`src/dtl_defs.vh`:
```
// Purpose: Shared constants of the dither, sample marker and link control
//          register bank.
// Assumes: Register offsets are word indexes; byte address is four times.
// Notes:   Definitions only; included by the marker pipe and the register bank, not by the Wishbone port.
`ifndef DTL_DEFS_VH
`define DTL_DEFS_VH

// Register indexes on the control port.
`define DTL_IDX_DITHER       12'h009D
`define DTL_IDX_MARKER       12'h0160
`define DTL_IDX_SYNC_RX      12'h0161
`define DTL_IDX_LINK_EN      12'h0200
`define DTL_IDX_LINK_MODE    12'h0201
`define DTL_IDX_LINK_STATUS  12'h0210

// Reset values of the stored registers.
`define DTL_RST_DITHER       8'h01
`define DTL_RST_MARKER       8'h00
`define DTL_RST_SYNC_RX      8'h00
`define DTL_RST_LINK_EN      8'h01
`define DTL_RST_LINK_MODE    8'h02

// Field positions.
`define DTL_BIT_DITH_EN      0
`define DTL_BIT_DITH_AMP     1
`define DTL_BIT_DITH_ERR     2
`define DTL_BIT_MARK_EN      0
`define DTL_BIT_SYNC_RX_EN   0
`define DTL_BIT_LINK_EN      0

// Delay line stages of the sample datapath in clock cycles, after pin alignment, before the output stage.
`define DTL_PIPE_STAGES      4
// Frames per multiframe of the local multiframe counter.
`define DTL_MF_FRAMES        8'h20
// Control bits per sample advertised in the lane alignment sequence.
`define DTL_ILA_CS           2'h0

`endif

```
`src/dtl_wb_port.v`:
```
// Purpose: Classic Wishbone slave handshake for the control register bank.
// Assumes: Single-cycle classic transfers; 32-bit data, byte lane 0 used.
// Notes:   Acknowledges every access one cycle after the request, mapped
//          or not, so a stray address can never hang the bus.
`timescale 1ns/1ns
module dtl_wb_port (
	input  wire        clk,      // System clock.
	input  wire        rst,      // Synchronous reset, active high.
	input  wire        ce,       // Clock enable; state frozen while low.
	input  wire        wb_cyc_i, // Bus cycle.
	input  wire        wb_stb_i, // Strobe.
	input  wire        wb_we_i,  // Write enable.
	input  wire [3:0]  wb_sel_i, // Byte selects.
	input  wire [31:0] rd_word,  // Read data of the addressed register.
	output reg         wb_ack_o, // Acknowledge.
	output reg  [31:0] wb_dat_o, // Read data.
	output wire        wr_stb    // One-cycle write strobe for lane 0.
);

	// The write lands on the edge at which the master samples ack high.
	assign wr_stb = ce & wb_cyc_i & wb_stb_i & wb_we_i & wb_ack_o &
		wb_sel_i[0];

	// Ack rises one cycle after the request and drops the cycle after.
	always @(posedge clk) begin
		if (rst) begin
			wb_ack_o <= 1'b0;
			wb_dat_o <= 32'h0000_0000;
		end else if (ce) begin
			wb_ack_o <= wb_cyc_i & wb_stb_i & ~wb_ack_o;
			if (wb_cyc_i & wb_stb_i & ~wb_ack_o & ~wb_we_i) begin
				wb_dat_o <= rd_word;
			end
		end
	end

endmodule

```
`src/dtl_marker_pipe.v`:
```
// Purpose: Sample datapath delay line that carries the timestamp marker.
// Assumes: Marker and sample enter in the same cycle, already aligned.
// Notes:   One shift chain holds data, valid and marker together, so the
//          marker can never drift from its sample.
`timescale 1ns/1ns
`include "dtl_defs.vh"
module dtl_marker_pipe (
	input  wire        clk,     // System clock.
	input  wire        rst,     // Synchronous reset, active high.
	input  wire        ce,      // Clock enable.
	input  wire [11:0] din,     // Sample in.
	input  wire        din_vld, // Sample valid in.
	input  wire        mark_in, // Marker in.
	output wire [11:0] dout,    // Sample out.
	output wire        dout_vld,// Sample valid out.
	output wire        mark_out // Marker out.
);

	wire [13:0] stage [0:`DTL_PIPE_STAGES];
	assign stage[0] = {mark_in, din_vld, din};

	genvar g;
	generate
		for (g = 0; g < `DTL_PIPE_STAGES; g = g + 1) begin : g_stage
			reg [13:0] q;
			// Each stage moves sample, valid and marker as one word.
			always @(posedge clk) begin
				if (rst) begin
					q <= 14'h0000;
				end else if (ce) begin
					q <= stage[g];
				end
			end
			assign stage[g+1] = q;
		end
	endgenerate

	assign dout     = stage[`DTL_PIPE_STAGES][11:0];
	assign dout_vld = stage[`DTL_PIPE_STAGES][12];
	assign mark_out = stage[`DTL_PIPE_STAGES][13];

endmodule

```
`src/dtl_ctrl.v`:
```
// Purpose: Dither, sample marker and serial link enable register bank,
//          with the sample marker path and the link gating it steers.
// Assumes: Samples arrive on clk; timestamp and sysref are pins.
// Notes:   Registers sit on classic Wishbone at four times their index.
//
// Contract
// - Dither enable bit 0 turns converter dither on.
// - Amplitude bit 1: zero small dither, one large dither.
// - Bit 2 steers rounding error: zero to SNR, one to offset/spurs.
// - Marker enable bit 0 sends timestamp on every output sample LSB.
// - Marker delayed by exactly the sample datapath latency.
// - Marker replaces lowest sample bit: 8-bit keeps 7, 12-bit keeps 11.
// - Marker never advertised as control bit; ILA control bits stay zero.
// - Link enable bit 0: zero off, one on; resets to enabled.
// - Link disabled holds the whole link block in reset.
// - Link disabled powers down serializers and gates link clocks.
//
// The implementer's own choice: register access over Wishbone.
`timescale 1ns/1ns
`include "dtl_defs.vh"
module dtl_ctrl (
	input  wire        clk,          // System clock, 250 MHz.
	input  wire        rst,          // Synchronous reset, active high.
	input  wire        ce,           // Clock enable; freezes all state.
	input  wire        wb_cyc_i,     // Wishbone cycle.
	input  wire        wb_stb_i,     // Wishbone strobe.
	input  wire        wb_we_i,      // Wishbone write enable.
	input  wire [13:0] wb_adr_i,     // Wishbone byte address.
	input  wire [3:0]  wb_sel_i,     // Wishbone byte selects.
	input  wire [31:0] wb_dat_i,     // Wishbone write data.
	output wire [31:0] wb_dat_o,     // Wishbone read data.
	output wire        wb_ack_o,     // Wishbone acknowledge.
	input  wire [11:0] sample_in,    // Converter sample, same clock.
	input  wire        sample_vld,   // Sample valid, same clock.
	input  wire        fmt_8bit,     // Output format is 8-bit samples.
	input  wire        timestamp_pin,// Timestamp input pin.
	input  wire        sysref_pin,   // SYSREF input pin.
	output reg  [11:0] sample_out,   // Output sample with marker.
	output reg         sample_out_vld,// Output sample valid.
	output reg         dither_en,    // Dither on.
	output reg         dither_large, // Large dither selected.
	output reg         err_to_offset,// Rounding error into offset/spurs.
	output reg         sync_rx_en,   // Sync receiver enable.
	output reg  [1:0]  ila_ctrl_bits,// Control bits per sample for ILA.
	output reg  [7:0]  link_mode,    // Link mode selection.
	output reg         link_rst,     // Link block held in reset.
	output reg         serdes_pd,    // Lane serializers powered down.
	output reg         link_clk_en,  // Link block clock gate enable.
	output reg         mf_rst,       // Multiframe counter held in reset.
	output reg  [7:0]  mf_count,     // Multiframe frame counter.
	output reg         mf_edge       // Multiframe boundary pulse.
);

	// Stored control registers.
	reg  [7:0]  dither_control;
	reg  [7:0]  sample_marker_control;
	reg  [7:0]  sync_rx_control;
	reg  [7:0]  serial_link_enable;
	reg  [7:0]  link_mode_select;

	// Pin synchronisers and alignment delay.
	reg  [1:0]  ts_sync;
	reg  [1:0]  sr_sync;
	reg         sr_prev;
	reg  [11:0] smp_d1;
	reg  [11:0] smp_d2;
	reg         vld_d1;
	reg         vld_d2;

	// Bus decode.
	wire [11:0] reg_idx;
	wire        wr_stb;
	reg  [31:0] rd_word;

	// Datapath outputs.
	wire [11:0] pipe_data;
	wire        pipe_vld;
	wire        pipe_mark;
	reg  [11:0] next_sample;

	wire        link_on;
	wire        sr_rise;
	wire [7:0]  dither_rst;

	assign reg_idx = wb_adr_i[13:2];
	assign link_on = serial_link_enable[`DTL_BIT_LINK_EN];
	assign sr_rise = sr_sync[1] & ~sr_prev;
	// Reset value of the dither register, split into its field copies.
	assign dither_rst = `DTL_RST_DITHER;

	dtl_wb_port u_port (
		.clk      (clk),
		.rst      (rst),
		.ce       (ce),
		.wb_cyc_i (wb_cyc_i),
		.wb_stb_i (wb_stb_i),
		.wb_we_i  (wb_we_i),
		.wb_sel_i (wb_sel_i),
		.rd_word  (rd_word),
		.wb_ack_o (wb_ack_o),
		.wb_dat_o (wb_dat_o),
		.wr_stb   (wr_stb)
	);

	// Register writes; unmapped indexes are acknowledged and ignored.
	// Reserved bits are stored as written, since they are read/write.
	always @(posedge clk) begin
		if (rst) begin
			dither_control        <= `DTL_RST_DITHER;
			sample_marker_control <= `DTL_RST_MARKER;
			sync_rx_control       <= `DTL_RST_SYNC_RX;
			serial_link_enable    <= `DTL_RST_LINK_EN;
			link_mode_select      <= `DTL_RST_LINK_MODE;
		end else if (wr_stb) begin
			case (reg_idx)
			`DTL_IDX_DITHER: begin
				dither_control <= wb_dat_i[7:0];
			end
			`DTL_IDX_MARKER: begin
				sample_marker_control <= wb_dat_i[7:0];
			end
			`DTL_IDX_SYNC_RX: begin
				sync_rx_control <= wb_dat_i[7:0];
			end
			`DTL_IDX_LINK_EN: begin
				serial_link_enable <= wb_dat_i[7:0];
			end
			`DTL_IDX_LINK_MODE: begin
				// Ordering against link and calibration enables is
				// left to software; the value is taken as written.
				link_mode_select <= wb_dat_i[7:0];
			end
			default: begin
				link_mode_select <= link_mode_select;
			end
			endcase
		end
	end

	// Read multiplexer; bits above the 8-bit registers read as zero.
	always @* begin
		rd_word = 32'h0000_0000;
		case (reg_idx)
		`DTL_IDX_DITHER:      rd_word[7:0] = dither_control;
		`DTL_IDX_MARKER:      rd_word[7:0] = sample_marker_control;
		`DTL_IDX_SYNC_RX:     rd_word[7:0] = sync_rx_control;
		`DTL_IDX_LINK_EN:     rd_word[7:0] = serial_link_enable;
		`DTL_IDX_LINK_MODE:   rd_word[7:0] = link_mode_select;
		`DTL_IDX_LINK_STATUS: rd_word[15:0] = {mf_count, 4'h0,
			mf_rst, serdes_pd, link_clk_en, link_rst};
		default:              rd_word = 32'h0000_0000;
		endcase
	end

	// Two flip-flops on each pin before any logic looks at it.
	always @(posedge clk) begin
		if (rst) begin
			ts_sync <= 2'h0;
			sr_sync <= 2'h0;
			sr_prev <= 1'b0;
		end else if (ce) begin
			ts_sync <= {ts_sync[0], timestamp_pin};
			sr_sync <= {sr_sync[0], sysref_pin};
			sr_prev <= sr_sync[1];
		end
	end

	// Samples wait two cycles so they meet the synchronised marker
	// that was sampled with them.
	always @(posedge clk) begin
		if (rst) begin
			smp_d1 <= 12'h000;
			smp_d2 <= 12'h000;
			vld_d1 <= 1'b0;
			vld_d2 <= 1'b0;
		end else if (ce) begin
			smp_d1 <= sample_in;
			smp_d2 <= smp_d1;
			vld_d1 <= sample_vld;
			vld_d2 <= vld_d1;
		end
	end

	// Marker rides the same delay line as its sample.
	dtl_marker_pipe u_pipe (
		.clk      (clk),
		.rst      (rst),
		.ce       (ce),
		.din      (smp_d2),
		.din_vld  (vld_d2),
		.mark_in  (ts_sync[1]),
		.dout     (pipe_data),
		.dout_vld (pipe_vld),
		.mark_out (pipe_mark)
	);

	// The marker overwrites the LSB of the active format; in 8-bit mode
	// the sample occupies the top eight bits, so bit 4 is its LSB.
	always @* begin
		next_sample = pipe_data;
		if (sample_marker_control[`DTL_BIT_MARK_EN]) begin
			if (fmt_8bit) begin
				next_sample[4] = pipe_mark;
			end else begin
				next_sample[0] = pipe_mark;
			end
		end
	end

	// Sample output stage.
	always @(posedge clk) begin
		if (rst) begin
			sample_out     <= 12'h000;
			sample_out_vld <= 1'b0;
		end else if (ce) begin
			sample_out     <= next_sample;
			sample_out_vld <= pipe_vld;
		end
	end

	// Converter controls follow their register fields; ILA control bits are held at zero.
	// The sync receiver bit is separate so software can pair it with
	// marking itself; hardware does not force it.
	always @(posedge clk) begin
		if (rst) begin
			dither_en     <= dither_rst[`DTL_BIT_DITH_EN];
			dither_large  <= dither_rst[`DTL_BIT_DITH_AMP];
			err_to_offset <= dither_rst[`DTL_BIT_DITH_ERR];
			sync_rx_en    <= 1'b0;
			ila_ctrl_bits <= `DTL_ILA_CS;
			link_mode     <= `DTL_RST_LINK_MODE;
		end else if (ce) begin
			dither_en     <= dither_control[`DTL_BIT_DITH_EN];
			dither_large  <= dither_control[`DTL_BIT_DITH_AMP];
			err_to_offset <= dither_control[`DTL_BIT_DITH_ERR];
			sync_rx_en    <= sync_rx_control[`DTL_BIT_SYNC_RX_EN];
			ila_ctrl_bits <= `DTL_ILA_CS;
			link_mode     <= link_mode_select;
		end
	end

	// Link gating: a cleared enable resets the link, powers down the
	// serializers and stops its clocks in the same cycle.
	always @(posedge clk) begin
		if (rst) begin
			link_rst    <= 1'b0;
			serdes_pd   <= 1'b0;
			link_clk_en <= 1'b1;
			mf_rst      <= 1'b0;
		end else if (ce) begin
			link_rst    <= ~link_on;
			serdes_pd   <= ~link_on;
			link_clk_en <= link_on;
			mf_rst      <= ~link_on;
		end
	end

	// Multiframe counter; sysref realigns it only while the link runs,
	// so a disabled link keeps it parked at zero.
	always @(posedge clk) begin
		if (rst) begin
			mf_count <= 8'h00;
			mf_edge  <= 1'b0;
		end else if (ce) begin
			if (~link_on) begin
				mf_count <= 8'h00;
				mf_edge  <= 1'b0;
			end else if (sr_rise) begin
				mf_count <= 8'h00;
				mf_edge  <= 1'b1;
			end else if (mf_count == `DTL_MF_FRAMES - 8'h01) begin
				mf_count <= 8'h00;
				mf_edge  <= 1'b1;
			end else begin
				mf_count <= mf_count + 8'h01;
				mf_edge  <= 1'b0;
			end
		end
	end

endmodule

```
`config.mk`:
```
export PLATFORM = sky130hd
export DESIGN_NAME = dtl_ctrl
export DESIGN_NICKNAME = d
export VERILOG_FILES = /design/src/dtl_wb_port.v /design/src/dtl_marker_pipe.v /design/src/dtl_ctrl.v
export VERILOG_INCLUDE_DIRS = /design/src
export SDC_FILE = /design/constraint.sdc
export NUM_CORES = 1
export LEC_CHECK = 0
export BUFFER_PORTS_ARGS = -buffer_cell sky130_fd_sc_hd__buf_2
export CAP_MARGIN = 20
export CORE_UTILIZATION = 45
export CTS_BUF_LIST = sky130_fd_sc_hd__clkbuf_16
export DETAILED_ROUTE_END_ITERATION = 6
export PLACE_DENSITY_LB_ADDON = 0.2
export SLEW_MARGIN = 40
export SYNTH_ARGS = -nofsm -noshare
export SYNTH_HDL_FRONTEND = slang
export SYNTH_SLANG_ARGS = --single-unit
```
`constraint.sdc`:
```
create_clock -name clk -period 3.9 [get_ports clk]
set_clock_uncertainty 0.05 [all_clocks]
set_input_delay 0.39 -clock clk [delete_from_list [all_inputs] [get_ports clk]]
set_output_delay 0.39 -clock clk [all_outputs]
set_load 0.02 [all_outputs]
```
# Word level (Yosys, flattened, before mapping)
# Index checks and enable logic that the tools add are counted.
# word_totals
word_cells,68
register_bits,180
in_bits,72
# classes
n_mux,12
addsub,1
bitwise_logic,13
n_eq_ne,7
n_reduce_logical,6
# ops
operator,count
case mux 8 bit (6 select lines),1
== test 12 x 10 -> 1 bit (second input constant),3
2-to-1 mux 8 bit,4
== test 12 x 9 -> 1 bit (second input constant),2
== test 12 x 8 -> 1 bit (second input constant),1
AND reduction 2 bit,6
AND 1 bit,9
adder 8 x 1 -> 8 bit (second input constant),1
== test 8 x 5 -> 1 bit (second input constant),1
2-to-1 mux 1 bit,7
inverter 1 bit,4

# Longest topological paths before layout
# Gate-level depths: netlist of the first run.
# depth
word_depth,6
depth_mapped,7

# Cells and area by module
# A second synthesis of the first run with hierarchy kept.
# hier_totals
cells_unflattened,782
hier_area_um2,8017.7
# by_module_without_submodules
module,cells_per_inst,n_inst,area_per_inst_um2
dtl_ctrl,457,1,4500.6
dtl_marker_pipe,180,1,2014.4
dtl_wb_port,145,1,1502.7

# Worst setup path before layout of the first run
# Ideal clock, no wire load.
# synth_path
path_kind,input to register
start,input wb_adr_i[2]
end,register dither_control[0]
path_slack_ps,1739
t_arrival_ps,1991
setup_ps,120
path_stages,5
path_buffers,1
cell_sequence,buf_2 > or3b_2 > nor4_4 > nand3_4 > a211o_1
# synth_between
elab_chain_cells,2
# synth_lines
item,line,rtl
start: declaration,dtl_ctrl.v:28,"input wire [13:0] wb_adr_i,"
== test 12 x 8 -> 1 bit,dtl_ctrl.v:115,case (reg_idx)
AND reduction 2 bit (no source line),n/a,
end signal: assignment,dtl_ctrl.v:109,dither_control <= `DTL_RST_DITHER;
end signal: assignment,dtl_ctrl.v:117,dither_control <= wb_dat_i[7:0];
end: declaration,dtl_ctrl.v:55,reg [7:0] dither_control;
# Every way passes these cells.
# A chain may end at the register's enable or synchronous reset.

# Final worst setup path of the first run
# layout_path
start,input wb_adr_i[2]
end,register dither_control[5]
# Same word-level chain as after synthesis.

==> results of run 1 <==
-- critical path, delay by kind of cell --
| kind | cells | cell delay [ps] |
|---|---|---|
| mux | 1 | 290 |
| buf+inv | 1 | 400 |
| simple gates | 4 | 1530 |
-- registers in the layout, summed over array words and instances, names as in the netlist, 12 cells and up --
signal	cells
u_pipe.g_stage.q	56
u_port.wb_dat_o	16
sample_out	12
smp_d1	12
smp_d2	12
-- kinds of logic (layout without fill, tap and decap cells) --
kind of cell,count (synthesis),count (layout),synth area share
flops,180,180,0.5094
mux,160,160,0.2266
fa+ha+maj,1,1,0.001768
compound gates,60,60,0.05677
buf+inv,67,138,0.04705
other cells,1,18,0.0005301
simple gates,247,247,0.1579
-- worst max-delay path by stage --
| stage | startpoint | end | cells past startpoint |
|---|---|---|---|
| final | wb_adr_i[2] | dither_control[5] | 6 |
| after detailed placement | wb_adr_i[2] | dither_control[0] | 5 |
| after floorplan | wb_adr_i[2] | dither_control[0] | 5 |
| after CTS | wb_adr_i[2] | dither_control[5] | 6 |
| after global routing | wb_adr_i[2] | dither_control[5] | 6 |
| after global placement | wb_adr_i[2] | dither_control[0] | 5 |
-- report_power, final --
part | switching, mW | leakage (nW) | internal [mW] | total [mW]
Sequential | 0.0149 | 1.46 | 1.86 | 1.88
Combinational | 0.129 | 1.96 | 0.0741 | 0.203
Clock | 0.666 | 0.274 | 0.859 | 1.52
-- cell usage in the layout, fill, tap and decap left out, types with 3 or more instances in the layout --
cell       Yosys  routed
buf_2          2      95
or3_1          4       4
and3_1         8       8
conb_1         1      18
a311oi_1       3       3
nand2_1       25      25
nor2b_1        3       3
a211oi_1       3       3
buf_4         21       3
nor3b_1        3       3
o2bb2ai_1      4       4
a21oi_1       19      19
nor2_1       167     167
nor3_1         4       4
nand3_1       14      14
mux2i_1      159     159
o21ai_1        5       5
clkinv_2       0       3
clkbuf_16      0      17
a221oi_1       5       5
a211o_1        6       6
dfxtp_1      180     180
o21ai_0        6       6
inv_1          4       9
-- per-stage QoR --
step	hold WS [ps]	setup slack, ps
after floorplan	401.7	1739
after global placement	384.9	1123
after detailed placement	391.8	1089
after CTS	140.2	1503
after global routing	155.9	1436
final	153.1	1531
-- metal layers --
metal  up-vias  global-route usage  routed length (um)
met3        15             0.03643                 510
met4         0             0.08053                 181
met1      2400              0.2110                6399
met2       103              0.3169                7102
met5         -                   0                   0
li1       2583                   -                   -
-- cell type report --
class | count | share of cell area
inverter | 5 | 0.002299
tap | 211 | 0.03234
clock buffer | 17 | 0.05211
timing repair buffer | 101 | 0.06621
sequential | 180 | 0.4414
clock inverter | 15 | 0.01272
multi-input combinational | 486 | 0.3930
==> flow_summary.toml, run 1 <==
[placed_design]
place_inst = 983
gp_congestion = 0.7899
portBuffers = 97
dp_hpwl_mm = 9.405
post_dp_cell_area_um2 = 7635

[pwr]
p_leak_nw = 3.685
ir_drop_v = 0.0002849
power_density_nw_per_um2 = 441.6
finalPower_mw = 3.605

[cts]
cts_buffers = 17
holdBufCountCts = 0
htreeDepth = 4
cts_buffer_depth = 2
cts_sinks = 180
cts_tree = "done"
clk_latency_ps = 420
root_buffer = "clkbuf_16"
cts_setup_buffers = 0
path_clk_slew_ps = 60
ctsResizeCount = 0

[die]
dieArea_um2 = 16230
initial_utilization = 0.4636
fp-row-count = 45
ioPinCount = 145
dieWidth_um = 127.4
die_h_um = 127.4
core_um2 = 15260

[logic_synthesis]
synth_ff_type = "dfxtp_1"
synth_top_area_cell = "dfxtp_1"
synth-seq-cells = 180
netlist_area_um2 = 7074
synth_seq_area_share = 0.5094
netlist_top_cells_count = "dfxtp_1, nor2_1, mux2i_1"
yosys_warnings = 0
netlist_instances = 716
ys_types = 51
synth_top_area_share = 0.5094
yosys-top-cells-area = "dfxtp_1, mux2i_1, nor2_1, buf_4, clkbuf_1"
synthArstFlopShare = 0
synth_edf_count = 0
syn_avg_cell_area_um2 = 9.880
yosysMostFrequentCell = "dfxtp_1"

[final_layout]
fin_area_um2 = 8164
final_nets = 864
stdcell_count = 1015
num_antenna_cells = 0
drive_gt1_frac = 0.1716
synthToLayoutAreaGrowth_pct = 15.41
multi_input_area_um2 = 3208
nFillCells = 1392
seq_area_um2 = 3603
utilization = 0.5351

[worst_hold_path]
holdPathStages = 3
hold_path_startpoint = "sample_in[6]"
hp-class = "input port to flip-flop"
min_to = "smp_d1[6]"

[critical_path]
setup.worst_path.end_class = "flip-flop"
path_cells = "buf_2, or3b_2, nor4_4, nand3_4, mux2i_1, nor2_1"
cpPeakStageDelay_ps = 600
reg2reg_slack_ps = 1910
cp_slowest_cell = "nor4_4"
r2r_start = "u_port.wb_ack_o"
arrival_ps = 2620
worst_setup_path_start_kind = "input port"
cp.required_ps = 4150
reg2reg_depth = 5
path_max_fanout = 18
r2r_end = "sync_rx_control[3]"
worst-setup-path-type = "input port to flip-flop"

[drt]
num_vias = 5101
postRouteAntennaNets = 0
drc_errors = 0
drtIter0Drc = 402
routed_wl_mm = 14.19
drtPass1Iterations = 4
vias_per_cell = 5.026
avgRoutedWirePerCell_um = 13.98

[timing]
period_needed_ps = 2369
fin_tns_setup_ps = 0
hold_violations = 0
fmax_mhz = 422.1
rsz0062_at_grt = "no"
setup_viol = 0
slew_violations = 0
period_share = 0.6075
worst_pin_slew_ps = 829.2
relSlewSlack = 0.4472

[grt]
antenna_found_initial = 0
grt_first_pass_wirelength_mm = 22.96
grt_usage = 0.1800
grt_overflow = 0
first_global_vias = 4803
grt_max_degree = 144

[flow_run]
drv_cap = 0

[run_status]
run_status = "finished, final reports clean"
(Power assumes the default switching activity.)
==> inputs of run 2 (changes only) <==
clock period = 2.5 ns   (was 3.9 ns; I/O delays follow)
==> run 2 against run 1 <==
Combinational power is 60% higher; cell area is 2.2% higher; global-route usage is 0.093 points lower; sequential share of layout area is 0.94 points lower; register-to-register slack worse by 1400 ps; flip-flop and latch count stayed put; final cell count is 0.89% higher; worst setup slack worse by 990 ps; first-iteration DRC count is 5.2% lower; critical endpoint is now sync_rx_control[3]; highest routed layer unchanged.
==> flow_summary.toml, run 2 (synthesis gave the netlist of run 1 again) <==
[critical_path]
r2r_end = "sync_rx_control[3]"
arrival_ps = 2200
r2r_start = "u_port.wb_ack_o"
cp_slowest_cell = "or3_1"
critPathBufInv = 0
worst-setup-path-type = "flip-flop to flip-flop"
setup.worst_path.end_class = "flip-flop"
path_max_fanout = 8
reg2reg_depth = 5
cp.required_ps = 2740
path_cells = "and3_1, nand2_1, or3_1, mux2i_1, nor2_1"
worst_setup_path_start_kind = "flip-flop"
reg2reg_slack_ps = 540
cpPeakStageDelay_ps = 630
path_delay_family = "simple AND/OR/NAND/NOR gates"

[placed_design]
gp_congestion = 0.8235
preCtsSetupSlack_ps = 372.8
portBuffers = 97
dp_hpwl_mm = 9.467

[grt]
antenna_found_initial = 0
grt_first_pass_wirelength_mm = 23.12
grt_overflow = 0
grt_max_degree = 121
first_global_vias = 4853
grt_usage = 0.1790

[timing]
rsz0062_at_grt = "no"
relSlewSlack = 0.4647
holdWs_ps = 21.45
fin_ws_ps = 536.4
fmax_mhz = 509.3
setup_viol = 0
slew_violations = 0
period_needed_ps = 1964
hold_violations = 0
period_share = 0.7854
fin_tns_setup_ps = 0
worst_pin_slew_ps = 802.9

[cts]
cts_buffer_depth = 2
path_clk_slew_ps = 70
root_buffer = "clkbuf_16"
cts_tree = "done"
clk_latency_ps = 420
htreeDepth = 4
cts_buffers = 17
cts_sinks = 180
ctsResizeCount = 0

[drt]
drtIter0Drc = 381
drtPass1Iterations = 4
routed_wl_mm = 14.03
vias_per_cell = 5.009
num_vias = 5129
avgRoutedWirePerCell_um = 13.70
postRouteAntennaNets = 0
drc_errors = 0

[final_layout]
num_antenna_cells = 0
synthToLayoutAreaGrowth_pct = 17.92
final_nets = 873
layout_common_cells = "dfxtp_1, nor2_1, mux2i_1"
reg_top3 = "u_pipe.g_stage.q x56, u_port.wb_dat_o x16"
seq_area_um2 = 3603
top_register = "u_pipe.g_stage.q"
multi_input_area_um2 = 3208
drive_gt1_frac = 0.1857
largest_reg_flops = 56
nFillCells = 1360
mostFrequentLayoutCell = "dfxtp_1"

[pwr]
p_comb_frac = 0.054
p_seq_frac = 0.485
power_density_nw_per_um2 = 724.2
clkPwrFrac = 0.462
p_int_mw = 4.709
p_leak_nw = 3.765
p_sw_mw = 1.332
p_sw_frac = 0.2205
finalPower_mw = 6.041
ir_drop_v = 0.0005971

[die]
die_h_um = 127.4
fp-row-count = 45
ioPinCount = 145
core_um2 = 15260
initial_utilization = 0.4636
dieWidth_um = 127.4
dieArea_um2 = 16230

[worst_hold_path]
min_to = "smp_d1[2]"
holdPathStages = 3
hp-class = "input port to flip-flop"
hold_path_startpoint = "sample_in[2]"

[run_status]
run_status = "finished, final reports clean"

[flow_run]
drv_cap = 0
run 2: cell count changes in the layout (fill, tap and decap cells not counted), sizes merged:
cell / before / now
dlygate4sd3: 0 / 1
buf: 101 / 109
bufinv: 1 / 4
clkinv: 7 / 4
run 2: power by group through the flow:
stage	clock (mW)	sequential (mW)	combinational [mW]
after floorplan	0	2.99	0.244
after global placement	0	2.99	0.317
after detailed placement	0	2.99	0.323
after CTS	2.86	2.93	0.326
after global routing	2.99	2.93	0.353
final	2.79	2.93	0.325
run 2: cell type report:
class / instances / area share
clock inverter: 15 / 0.02430
tap: 211 / 0.03165
sequential: 180 / 0.4320
timing repair buffer: 110 / 0.07425
multi-input combinational: 486 / 0.3846
inverter: 5 / 0.002250
clock buffer: 17 / 0.05100
run 2: how the worst max path moves through the flow:
| stage | startpoint | endpoint | slack, ps | cells past startpoint |
|---|---|---|---|---|
| floorplan | wb_adr_i[2] | dither_control[0] | 480 | 5 |
| CTS | u_port.wb_ack_o | sync_rx_control[3] | 530 | 5 |
| finish | u_port.wb_ack_o | sync_rx_control[3] | 540 | 5 |
| detailed placement | wb_adr_i[8] | link_mode_select[3] | 370 | 7 |
| global route | u_port.wb_ack_o | sync_rx_control[3] | 440 | 5 |
| global placement | wb_adr_i[8] | link_mode_select[4] | 420 | 7 |
run 2: stage by stage:
stage / instances / instance area [um2] / utilization
2_1_floorplan: 733 / 7138 / -
3_3_place_gp: 991 / 7704 / 0.5049
6_report: 1024 / 8342 / 0.5467
3_5_place_dp: 991 / 7704 / 0.5049
4_1_cts: 1024 / 8342 / 0.5467
5_1_grt: 1024 / 8342 / 0.5467
run 2: worst reg2reg max path: stages (launching register included):
cell	delay, ps
dfxtp_1	400
and3_1	250
nand2_1	210
or3_1	630
mux2i_1	260
nor2_1	50
run 2: layer usage:
metal,vias to the layer above,track usage,share of wire
met2,125,0.3073,0.49
met1,2394,0.2213,0.45
met5,-,0,0
met4,0,0.06303,0.013
li1,2596,-,-
met3,14,0.03894,0.044
run 2: timing repair:
| item | 4_1_cts | 5_1_grt |
|---|---|---|
| endpoints found under the hold margin | 1 | 0 |
| setup endpoints to repair | 0 | 0 |
| hold buffers | 1 | 0 |
| setup buffers | 0 | 0 |
